--- src/verilog/mpg_cfg.svh ---
// Constants for the multidrop port address gate
`ifndef MPG_CFG_SVH
`define MPG_CFG_SVH
`define MPG_OFF_CTRL      6'h00
`define MPG_OFF_ADDR      6'h04
`define MPG_OFF_SETTLE    6'h08
`define MPG_OFF_TIMEOUT   6'h0C
`define MPG_OFF_STATUS    6'h10
`define MPG_OFF_RXDATA    6'h14
`define MPG_OFF_TXDATA    6'h18
`define MPG_PFX_AT        8'h40
`define MPG_PFX_HASH      8'h23
`define MPG_PFX_DOLLAR    8'h24
`define MPG_PFX_PCT       8'h25
`define MPG_PFX_AND       8'h26
`define MPG_ADDR_HI_RST   8'h30
`define MPG_ADDR_LO_RST   8'h31
`define MPG_ASCII_ZERO    8'h30
`define MPG_ASCII_NINE    8'h39
`define MPG_CHAR_Q        8'h51
`define MPG_CHAR_U        8'h55
`define MPG_CHAR_I        8'h49
`define MPG_CHAR_T        8'h54
`define MPG_CHAR_CR       8'h0D
`define MPG_CHAR_CAN      8'h18
`define MPG_CLK_HZ        50000000
`define MPG_SETTLE_RST    8'h01
`define MPG_TIMEOUT_RST   8'h3C
`define MPG_RESP_OKAY     2'b00
`define MPG_RESP_SLVERR   2'b10
`endif

--- src/verilog/mpg_pkg.sv ---
// Types for the multidrop port address gate
package mpg_pkg;
   typedef enum logic [1:0] {
      MPG_HUNT_PFX  = 2'b00,
      MPG_HUNT_HI   = 2'b01,
      MPG_HUNT_LO   = 2'b10,
      MPG_OPEN      = 2'b11
   } mpg_state_t;
   typedef struct packed {
      logic       valid;
      logic [7:0] data;
   } mpg_char_t;
endpackage : mpg_pkg

--- src/verilog/mpg_sec_timer.sv ---
// Seconds down-counter used for settle and idle time-outs
`timescale 1ns/10ps
module mpg_sec_timer #(
   parameter int TICKS_PER_SEC = 50000000
) (
   input  wire logic       aclk,
   input  wire logic       aresetn,
   input  wire logic       load,
   input  wire logic [7:0] seconds,
   output logic            expired
);
   logic [31:0] tick;
   logic [31:0] next_tick;
   logic [7:0]  secs;
   logic [7:0]  next_secs;
   always_comb begin
      next_tick = tick;
      next_secs = secs;
      if (load) begin
         next_tick = 32'(TICKS_PER_SEC - 1);
         next_secs = seconds;
      end else if (secs != 8'h00) begin
         if (tick == 32'h0000_0000) begin
            next_tick = 32'(TICKS_PER_SEC - 1);
            next_secs = secs - 8'h01;
         end else begin
            next_tick = tick - 32'h0000_0001;
         end
      end
   end
   always_ff @(posedge aclk) begin
      if (!aresetn) begin
         tick <= 32'h0000_0000;
         secs <= 8'h00;
      end else begin
         tick <= next_tick;
         secs <= next_secs;
      end
   end
   assign expired = (secs == 8'h00) && !load;
endmodule : mpg_sec_timer

--- src/verilog/mpg_gate.sv ---
// Multidrop port address gate with AXI4-Lite settings
//
// How it works
// - Multidrop mode exposes prefix, address, settle settings
// - Prefix is one of @#$%&, default @
// - Address two decimal digits 01..99, default 01
// - Hold transmit for settle seconds after RTS
// - Idle port discards characters until prefix+address
// - Match enables echo and transmission
// - Open session passes normal command stream
// - Session_close_command command closes session, hunting resumes
// - Idle time-out closes session
// - Binary requests may interrupt ASCII output
// - Non-interleaving host served normally too
`include "mpg_cfg.svh"
`timescale 1ns/10ps
module mpg_gate
#(
   parameter int TICKS_PER_SEC = `MPG_CLK_HZ
) (
   input  wire logic             aclk,
   input  wire logic             aresetn,
   input  wire logic [5:0]       s_axi_awaddr,
   input  wire logic             s_axi_awvalid,
   output logic                  s_axi_awready,
   input  wire logic [31:0]      s_axi_wdata,
   input  wire logic [3:0]       s_axi_wstrb,
   input  wire logic             s_axi_wvalid,
   output logic                  s_axi_wready,
   output logic [1:0]            s_axi_bresp,
   output logic                  s_axi_bvalid,
   input  wire logic             s_axi_bready,
   input  wire logic [5:0]       s_axi_araddr,
   input  wire logic             s_axi_arvalid,
   output logic                  s_axi_arready,
   output logic [31:0]           s_axi_rdata,
   output logic [1:0]            s_axi_rresp,
   output logic                  s_axi_rvalid,
   input  wire logic             s_axi_rready,
   input  wire mpg_pkg::mpg_char_t rx_char,
   input  wire mpg_pkg::mpg_char_t tx_char,
   output mpg_pkg::mpg_char_t    line_tx,
   output mpg_pkg::mpg_char_t    cmd_rx,
   output logic                  rts,
   output logic                  session_open
);
   import mpg_pkg::*;
   // Settings
   logic       multidrop_port_switch;
   logic [7:0] prefix;
   logic [7:0] addr_hi;
   logic [7:0] addr_lo;
   logic [7:0] transmit_settle_delay;
   logic [7:0] idle_timeout;
   logic       next_multidrop_port_switch;
   logic [7:0] next_prefix;
   logic [7:0] next_addr_hi;
   logic [7:0] next_addr_lo;
   logic [7:0] next_transmit_settle_delay;
   logic [7:0] next_idle_timeout;
   // Bus slave
   logic        aw_hold;
   logic        w_hold;
   logic [5:0]  aw_addr;
   logic [31:0] w_data;
   logic [3:0]  w_strb;
   logic        next_aw_hold;
   logic        next_w_hold;
   logic [5:0]  next_aw_addr;
   logic [31:0] next_w_data;
   logic [3:0]  next_w_strb;
   logic        next_bvalid;
   logic [1:0]  next_bresp;
   logic        next_rvalid;
   logic [1:0]  next_rresp;
   logic [31:0] next_rdata;
   logic        do_write;
   logic        wr_ok;
   // Gate state
   mpg_state_t state;
   mpg_state_t next_state;
   logic [2:0] session_close_command_pos;
   logic [2:0] next_session_close_command_pos;
   logic       session_close_command_seen;
   logic       next_session_close_command_seen;
   logic       next_rts;
   logic       settle_load;
   logic       idle_load;
   logic       settle_done;
   logic       idle_done;
   mpg_char_t  next_line_tx;
   mpg_char_t  next_cmd_rx;
   function automatic logic valid_prefix(input logic [7:0] c);
      valid_prefix = (c == `MPG_PFX_AT) || (c == `MPG_PFX_HASH) ||
                     (c == `MPG_PFX_DOLLAR) || (c == `MPG_PFX_PCT) ||
                     (c == `MPG_PFX_AND);
   endfunction : valid_prefix
   function automatic logic is_digit(input logic [7:0] c);
      is_digit = (c >= `MPG_ASCII_ZERO) && (c <= `MPG_ASCII_NINE);
   endfunction : is_digit
   assign s_axi_awready = !aw_hold && !s_axi_bvalid;
   assign s_axi_wready  = !w_hold && !s_axi_bvalid;
   assign s_axi_arready = !s_axi_rvalid;
   always_comb begin
      next_aw_hold = aw_hold;
      next_w_hold  = w_hold;
      next_aw_addr = aw_addr;
      next_w_data  = w_data;
      next_w_strb  = w_strb;
      next_bvalid  = s_axi_bvalid;
      next_bresp   = s_axi_bresp;
      if (s_axi_awvalid && s_axi_awready) begin
         next_aw_hold = 1'b1;
         next_aw_addr = s_axi_awaddr;
      end
      if (s_axi_wvalid && s_axi_wready) begin
         next_w_hold = 1'b1;
         next_w_data = s_axi_wdata;
         next_w_strb = s_axi_wstrb;
      end
      do_write = aw_hold && w_hold;
      if (do_write) begin
         next_aw_hold = 1'b0;
         next_w_hold  = 1'b0;
         next_bvalid  = 1'b1;
         next_bresp   = wr_ok ? `MPG_RESP_OKAY : `MPG_RESP_SLVERR;
      end else if (s_axi_bvalid && s_axi_bready) begin
         next_bvalid = 1'b0;
      end
   end
   // Settings writes; illegal values are refused and keep the old setting
   always_comb begin
      next_multidrop_port_switch = multidrop_port_switch;
      next_prefix                = prefix;
      next_addr_hi               = addr_hi;
      next_addr_lo               = addr_lo;
      next_transmit_settle_delay = transmit_settle_delay;
      next_idle_timeout          = idle_timeout;
      wr_ok                      = 1'b1;
      if (aw_hold && w_hold && w_strb[0]) begin
         unique case (aw_addr)
            `MPG_OFF_CTRL: next_multidrop_port_switch = w_data[0];
            `MPG_OFF_ADDR: begin
               if (valid_prefix(w_data[23:16]) && is_digit(w_data[15:8]) &&
                   is_digit(w_data[7:0]) &&
                   !(w_data[15:8] == `MPG_ASCII_ZERO &&
                     w_data[7:0] == `MPG_ASCII_ZERO)) begin
                  next_prefix  = w_data[23:16];
                  next_addr_hi = w_data[15:8];
                  next_addr_lo = w_data[7:0];
               end else begin
                  wr_ok = 1'b0;
               end
            end
            `MPG_OFF_SETTLE:  next_transmit_settle_delay = w_data[7:0];
            `MPG_OFF_TIMEOUT: next_idle_timeout = w_data[7:0];
            default:          wr_ok = 1'b0;
         endcase
      end else if (aw_hold && w_hold) begin
         wr_ok = 1'b0;
      end
   end
   always_comb begin
      next_rvalid = s_axi_rvalid;
      next_rresp  = s_axi_rresp;
      next_rdata  = s_axi_rdata;
      if (s_axi_arvalid && s_axi_arready) begin
         next_rvalid = 1'b1;
         next_rresp  = `MPG_RESP_OKAY;
         unique case (s_axi_araddr)
            `MPG_OFF_CTRL:    next_rdata = {31'h0000_0000, multidrop_port_switch};
            `MPG_OFF_ADDR:    next_rdata = {8'h00, prefix, addr_hi, addr_lo};
            `MPG_OFF_SETTLE:  next_rdata = {24'h00_0000, transmit_settle_delay};
            `MPG_OFF_TIMEOUT: next_rdata = {24'h00_0000, idle_timeout};
            `MPG_OFF_STATUS:  next_rdata = {28'h000_0000, rts, session_open, state};
            default: begin
               next_rdata = 32'h0000_0000;
               next_rresp = `MPG_RESP_SLVERR;
            end
         endcase
      end else if (s_axi_rvalid && s_axi_rready) begin
         next_rvalid = 1'b0;
      end
   end
   // Address hunt, session, session_close_command detection
   always_comb begin
      next_state     = state;
      next_session_close_command_pos  = session_close_command_pos;
      next_session_close_command_seen = 1'b0;
      next_rts       = rts;
      next_cmd_rx    = '0;
      next_line_tx   = '0;
      settle_load    = 1'b0;
      idle_load      = 1'b0;
      if (!multidrop_port_switch) begin
         next_state  = MPG_OPEN; // Default protocol: port always live
         next_rts    = 1'b1;
         next_cmd_rx = rx_char;
         next_line_tx = tx_char;
      end else begin
         unique case (state)
            MPG_HUNT_PFX: begin
               next_rts = 1'b0;
               if (rx_char.valid && rx_char.data == prefix)
                  next_state = MPG_HUNT_HI;
            end
            MPG_HUNT_HI: begin
               if (rx_char.valid)
                  next_state = (rx_char.data == addr_hi) ? MPG_HUNT_LO : MPG_HUNT_PFX;
            end
            MPG_HUNT_LO: begin
               if (rx_char.valid) begin
                  if (rx_char.data == addr_lo) begin
                     next_state    = MPG_OPEN;
                     next_rts      = 1'b1;
                     next_session_close_command_pos = 3'd0;
                     settle_load   = 1'b1;
                     idle_load     = 1'b1;
                  end else begin
                     next_state = MPG_HUNT_PFX;
                  end
               end
            end
            MPG_OPEN: begin
               next_cmd_rx = rx_char;
               if (rx_char.valid) begin
                  idle_load = 1'b1;
                  if (settle_done)
                     next_line_tx = rx_char; // Echo
                  next_session_close_command_seen = (session_close_command_pos == 3'd4) && (rx_char.data == `MPG_CHAR_CR);
                  unique case (session_close_command_pos)
                     3'd0: next_session_close_command_pos = (rx_char.data == `MPG_CHAR_Q) ? 3'd1 : 3'd0;
                     3'd1: next_session_close_command_pos = (rx_char.data == `MPG_CHAR_U) ? 3'd2 : 3'd0;
                     3'd2: next_session_close_command_pos = (rx_char.data == `MPG_CHAR_I) ? 3'd3 : 3'd0;
                     3'd3: next_session_close_command_pos = (rx_char.data == `MPG_CHAR_T) ? 3'd4 : 3'd0;
                     default: next_session_close_command_pos = 3'd0;
                  endcase
               end else if (tx_char.valid && settle_done) begin
                  next_line_tx = tx_char;
               end
               if (session_close_command_seen || idle_done) begin
                  next_state = MPG_HUNT_PFX;
                  next_rts   = 1'b0;
               end
            end
         endcase
      end
   end
   always_ff @(posedge aclk) begin
      if (!aresetn) begin
         multidrop_port_switch <= 1'b0;
         prefix                <= `MPG_PFX_AT;
         addr_hi               <= `MPG_ADDR_HI_RST;
         addr_lo               <= `MPG_ADDR_LO_RST;
         transmit_settle_delay <= `MPG_SETTLE_RST;
         idle_timeout          <= `MPG_TIMEOUT_RST;
         aw_hold               <= 1'b0;
         w_hold                <= 1'b0;
         aw_addr               <= 6'h00;
         w_data                <= 32'h0000_0000;
         w_strb                <= 4'h0;
         s_axi_bvalid          <= 1'b0;
         s_axi_bresp           <= `MPG_RESP_OKAY;
         s_axi_rvalid          <= 1'b0;
         s_axi_rresp           <= `MPG_RESP_OKAY;
         s_axi_rdata           <= 32'h0000_0000;
         state                 <= MPG_HUNT_PFX;
         session_close_command_pos              <= 3'd0;
         session_close_command_seen             <= 1'b0;
         rts                   <= 1'b0;
         cmd_rx                <= '0;
         line_tx               <= '0;
      end else begin
         multidrop_port_switch <= next_multidrop_port_switch;
         prefix                <= next_prefix;
         addr_hi               <= next_addr_hi;
         addr_lo               <= next_addr_lo;
         transmit_settle_delay <= next_transmit_settle_delay;
         idle_timeout          <= next_idle_timeout;
         aw_hold               <= next_aw_hold;
         w_hold                <= next_w_hold;
         aw_addr               <= next_aw_addr;
         w_data                <= next_w_data;
         w_strb                <= next_w_strb;
         s_axi_bvalid          <= next_bvalid;
         s_axi_bresp           <= next_bresp;
         s_axi_rvalid          <= next_rvalid;
         s_axi_rresp           <= next_rresp;
         s_axi_rdata           <= next_rdata;
         state                 <= next_state;
         session_close_command_pos              <= next_session_close_command_pos;
         session_close_command_seen             <= next_session_close_command_seen;
         rts                   <= next_rts;
         cmd_rx                <= next_cmd_rx;
         line_tx               <= next_line_tx;
      end
   end
   assign session_open = (state == MPG_OPEN);
   mpg_sec_timer #(.TICKS_PER_SEC(TICKS_PER_SEC)) u_settle (.aclk(aclk), .aresetn(aresetn),
      .load(settle_load), .seconds(transmit_settle_delay), .expired(settle_done));
   mpg_sec_timer #(.TICKS_PER_SEC(TICKS_PER_SEC)) u_idle (.aclk(aclk), .aresetn(aresetn),
      .load(idle_load), .seconds(idle_timeout), .expired(idle_done));
endmodule : mpg_gate

--- config.mk ---
export PLATFORM = sky130hd
export DESIGN_NAME = mpg_gate
export DESIGN_NICKNAME = d
export VERILOG_FILES = /design/src/verilog/mpg_pkg.sv /design/src/verilog/mpg_sec_timer.sv /design/src/verilog/mpg_gate.sv
export VERILOG_INCLUDE_DIRS = /design/src /design/src/verilog
export SDC_FILE = /design/constraint.sdc
export NUM_CORES = 1
export LEC_CHECK = 0
export BUFFER_PORTS_ARGS = -buffer_cell sky130_fd_sc_hd__buf_2
export CAP_MARGIN = 10
export CORE_AREA = 2 2 136 138
export CTS_CLUSTER_DIAMETER = 100
export DETAILED_ROUTE_END_ITERATION = 6
export DIE_AREA = 0 0 138 140
export PLACE_DENSITY = 0.78
export SYNTH_ARGS = -nofsm -noshare
export SYNTH_HDL_FRONTEND = slang
export SYNTH_SLANG_ARGS = --single-unit
--- constraint.sdc ---
create_clock -name aclk -period 2.7 [get_ports aclk]
set_input_delay 0.135 -clock aclk [delete_from_list [all_inputs] [get_ports aclk]]
set_output_delay 0.135 -clock aclk [all_outputs]
set_load 0.01 [all_outputs]
After elaboration in Yosys (flattened, before gate mapping)
Cells that the tools add are included.
Word-level totals
  logic and storage cells: 200
  bits of input ports: 73
  output and inout bits: 61
  register bits after elaboration: 217
Cells by class
  add/subtract/negate cells: 4
  equality and inequality tests: 38
  mux-type cells: 59
  reduce and logical (&&, ||, !) cells: 64
  bitwise gates (word level): 1
  magnitude comparators: 4
Operators by type and width (count)
  $pmux W24 S5: 1
  $mux W26: 4
  $logic_not A32 Y1: 2
  $mux W32: 2
  $sub A32 B1 Y32 const B: 2
  $mux W9: 7
  $eq A8 B6 Y1 const B: 6
  $mux W8: 6
  $eq A8 B7 Y1 const B: 5
  $eq A6 B4 Y1 const B: 4
  $eq A8 B8 Y1: 3
  $mux W2: 11
  $logic_and A1 B1 Y1: 20
  $mux W1: 18
  $ge A8 B6 Y1 const B: 2
  $le A8 B6 Y1 const B: 2
  $logic_not A8 Y1: 2
  $reduce_bool A8 Y1: 2
  $sub A8 B1 Y8 const B: 2
  $reduce_bool A2 Y1: 7
  $eq A6 B3 Y1 const B: 2
  $logic_not A6 Y1: 2
  $mux W3: 4
  $ne A3 B3 Y1 const B: 4
  other kinds (27): 50

Longest topological paths before layout
  word-level depth: 12
  mapped depth: 9
  depth with buffers taken out: 8

By module
Synthesis repeated with hierarchy kept, for this count alone.
Second synthesis, totals
  cell total of the unflattened synthesis: 1118
  area total of the unflattened synthesis: 9763.1 µm²
By module, submodules not included
  mpg_gate: instances 1, area each 5346.4 µm², sequential area each 2542.4 µm², cells each 608
  mpg_sec_timer: instances 2, area each 2208.4 µm², sequential area each 800.8 µm², cells each 255

Worst setup path before layout
OpenSTA, ideal clock, no wires.
  path type: register -> register
  start: register u_idle.secs[0]
  end: register u_idle.tick[2]
  data arrival time: 2.329 ns
  data required time: 2.563 ns
  clock period less this slack: 2.466 ns
  setup time: 0.137 ns
  path buffers: 1
  setup slack: 0.234 ns
  stages on the path, launching flop included: 8
  cells stage by stage: dfxtp_1 > inv_1 > ha_1 > or4b_2 > or4_1 > clkbuf_1 > a2111oi_0 > a311oi_1
On the way
  word-level cells in the longest chain between the ends: 2
RTL lines
  start: declaration: line mpg_sec_timer.sv:14  | logic [7:0] secs;
  start signal: assignment: line mpg_sec_timer.sv:37  | secs <= next_secs;
  $reduce_bool A8 Y1: line mpg_sec_timer.sv:22  | end else if (secs != 8'h00) begin
  $reduce_bool A2 Y1 (no line)
  end signal: assignment: line mpg_sec_timer.sv:36  | tick <= next_tick;
  end: declaration: line mpg_sec_timer.sv:12  | logic [31:0] tick;
No other way between the ends.
A chain may end at the register's enable or synchronous reset.

Worst setup path after layout
  start: register u_settle.tick[25]
  end: register u_settle.tick[0]
On the way
  word-level cells in the longest chain between the ends: 4
RTL lines
  start: declaration: line mpg_sec_timer.sv:12
  start signal: assignment: line mpg_sec_timer.sv:36
  $logic_not A32 Y1: line mpg_sec_timer.sv:23  | if (tick == 32'h0000_0000) begin
  $mux W32: line mpg_sec_timer.sv:23
  $mux W26: line mpg_sec_timer.sv:22
  $mux W26: line mpg_sec_timer.sv:19  | if (load) begin
No other way between the ends. The select of a mux whose other input is x is not followed.

==> impl_metrics.yaml <==
power:
  ir_worst_vdd_v: 0.00104
  power.static_leakage_uw: 0.00473
  powerDensity_nw_per_um2: 1150
  report.power.total_uw: 12900
cts:
  htreeDepth: 1
  cts_setup_buffers: 0
  path_clk_slew_ns: 0.06
  clk_latency_ns: 0.50
  clk_path_buf_depth: 3
  cts_made_buffers: 22
  cts_root_buf: "clkbuf_16"
  cts_tree: "done"
  numClockSinks: 207
worst_setup_path:
  slowest_stage: "or4_4"
  cp_num_cells: 6
  endpoint_kind: "register"
  cp-start-kind: "register"
  r2r_cells: 6
  cp_top_family: "simple AND/OR/NAND/NOR gates"
  crit_chain: "or4_4, or4_1, nor4_4, buf_4, a31oi_2, a311oi_1"
  path_buf_inv: 1
  crit_type: "reg -> reg"
  critical_path_required_ns: 3.09
  crit_arrival_ns: 2.94
  max_stage_delay_ns: 0.55
  worstPathMaxFanout: 7
timing:
  relSlewSlack: 0.436
  fin_crit_sh: 0.944
  tns_ns: 0
  timing.fmax_mhz: 392
  slew_viol_final: 0
  fin_crit_ns: 2.55
  fin_skew_ns: 0.0115
  tightest_slew_ns: 0.846
  rsz0062_at_grt: "false"
  setup_viol: 0
  final_hold_viol_count: 0
logic_synthesis:
  syn-cell-area_um2: 9140
  synth-seq-cells: 207
  yosys-top-cells-area: "dfxtp_1, a21oi_1, nand2_1, nor2_1, xnor2_1"
  synth_area_leader_cell: "dfxtp_1"
  avgSynthCellArea_um2: 8.61
  ys_types: 67
  synth_ff_type: "dfxtp_1"
  synth_edf_count: 0
  yosysSeqAreaShare: 0.453
  synthArstFlopShare: 0
  synth_top_area_frac: 0.453
  postSynthCellCount: 1062
  yosysWarnings: 0
routing:
  vias: 8469
  ant_nets: 0
  drt_first_pass_iters: 5
  routed_wl_um: 23600
  wl_per_cell_um: 16.0
  drc_errors: 0
  drt_iter0_markers: 598
  viasPerCell: 5.76
cells_and_area:
  antennaDiodeCount: 0
  final_common_cell: "dfxtp_1"
  area_growth_pct: 23.6
  drive_gt1_frac: 0.170
  fin_cells: 1471
  final_cell_mix: "dfxtp_1, nand2_1, nor2_1"
  final_core_util: 0.636
  nets: 1304
floorplanning:
  die_width_um: 138
  fp.coreArea_um2: 17800
  rows: 49
  fp.dieArea_um2: 19300
  start_util: 0.514
  die_h_um: 140
  pin_count: 134
place:
  io_buffers: 112
  dpl.cell_count: 1382
  place_congestion: 0.896
  place_hpwl_um: 15400
global_route:
  grt_max_degree: 67
  grt_pass1_vias: 8170
  grt_pass1_wl_um: 39600
  track_usage: 0.239
  grt.overflow.total: 0
  antenna_found_initial: 0
hold_path:
  min_path_cells: 2
  hp-class: "in -> reg"
run:
  drv.max_cap_violation_count: 0
run_status:
  status: "finished, final reports clean"
[Yosys cell counts, types with 28 or more instances]
library cell	n
xnor2_1	37
dfxtp_1	207
o21ai_0	28
nor4_1	32
nor2_1	113
clkbuf_1	50
a21oi_1	93
nor3_1	42
mux2i_1	32
nand3_1	29
nand2_1	113
xor2_1	37
[registers in the layout, indices dropped and copies added (netlist names), 2 cells and up]
signal	count
u_idle.secs	8
cmd_rx	9
idle_timeout	8
prefix	8
state	2
addr_lo	8
session_close_command_pos	3
u_idle.tick	32
transmit_settle_delay	8
line_tx	9
aw_addr	6
addr_hi	8
s_axi_rdata	24
w_data	24
u_settle.tick	32
u_settle.secs	8
[cell type report]
class | count | area, µm²
clock buffers | 29 | 638
clock inverters | 10 | 133
fillers | 1441 | 6480
inverters | 18 | 68.8
multi-input cells | 777 | 4670
flip-flops and latches | 207 | 4140
well taps | 229 | 287
repair buffers | 201 | 1370
[kinds of logic after synthesis]
kind of cell | after synthesis | synth area share
adder cells (fa/ha/maj) | 4 | 0.00547
AND/OR/NAND/NOR | 439 | 0.241
flip-flops | 207 | 0.453
XOR/XNOR | 74 | 0.0709
buffers and inverters | 87 | 0.0406
multiplexers | 38 | 0.0441
other | 1 | 0.000410
AO/OA/AOI/OAI | 212 | 0.144
[per-stage QoR]
stage | hold slack (ns) | instance area (µm²) | worst slack (ns)
floorplan | 0.234 | 9180 | 0.234
global placement | 0.317 | 10000 | 0.206
detailed placement | 0.324 | 10000 | 0.133
CTS | 0.00482 | 11300 | 0.115
global route | 0.0175 | 11300 | 0.00935
finish | 0.0153 | 11300 | 0.151
[final timing paths]
path | startpoint | end | slack, ns
worst min-delay path | rx_char[6] | cmd_rx[6] | 0.02
worst max-delay path | u_settle.tick[25] | u_settle.tick[0] | 0.15
worst min register to register | s_axi_rdata[6] | s_axi_rdata[6] | 0.45
worst max register to register | u_settle.tick[25] | u_settle.tick[0] | 0.15
[power by group]
| part | switching [µW] | leakage [µW] | internal (µW) |
|---|---|---|---|
| logic | 3430 | 0.00268 | 2490 |
| clock network | 1210 | 0.000373 | 1950 |
| registers | 371 | 0.00168 | 3490 |
[layer usage]
metal	track usage	wire, µm	vias up	share of wire
met5	0	0	-	0
met4	0.0698	583	0	0.025
met3	0.0349	1580	51	0.067
met2	0.401	11000	333	0.47
met1	0.322	10400	3993	0.44
li1	-	-	4092	-
[worst reg2reg max path: stages (launching register included)]
cell and delay (ns):
dfxtp_1 0.33, or4_4 0.55, or4_1 0.49, nor4_4 0.31
buf_4 0.21, a31oi_2 0.19, a311oi_1 0.36
[repair_timing]
| item | 4_1_cts | 5_1_grt |
|---|---|---|
| gates resized for setup | 0 | 1 |
| setup endpoints to repair | 0 | 1 |
| hold buffers | 50 | 0 |
| endpoints found under the hold margin | 50 | 0 |
Power figures use the tool's default switching activity.
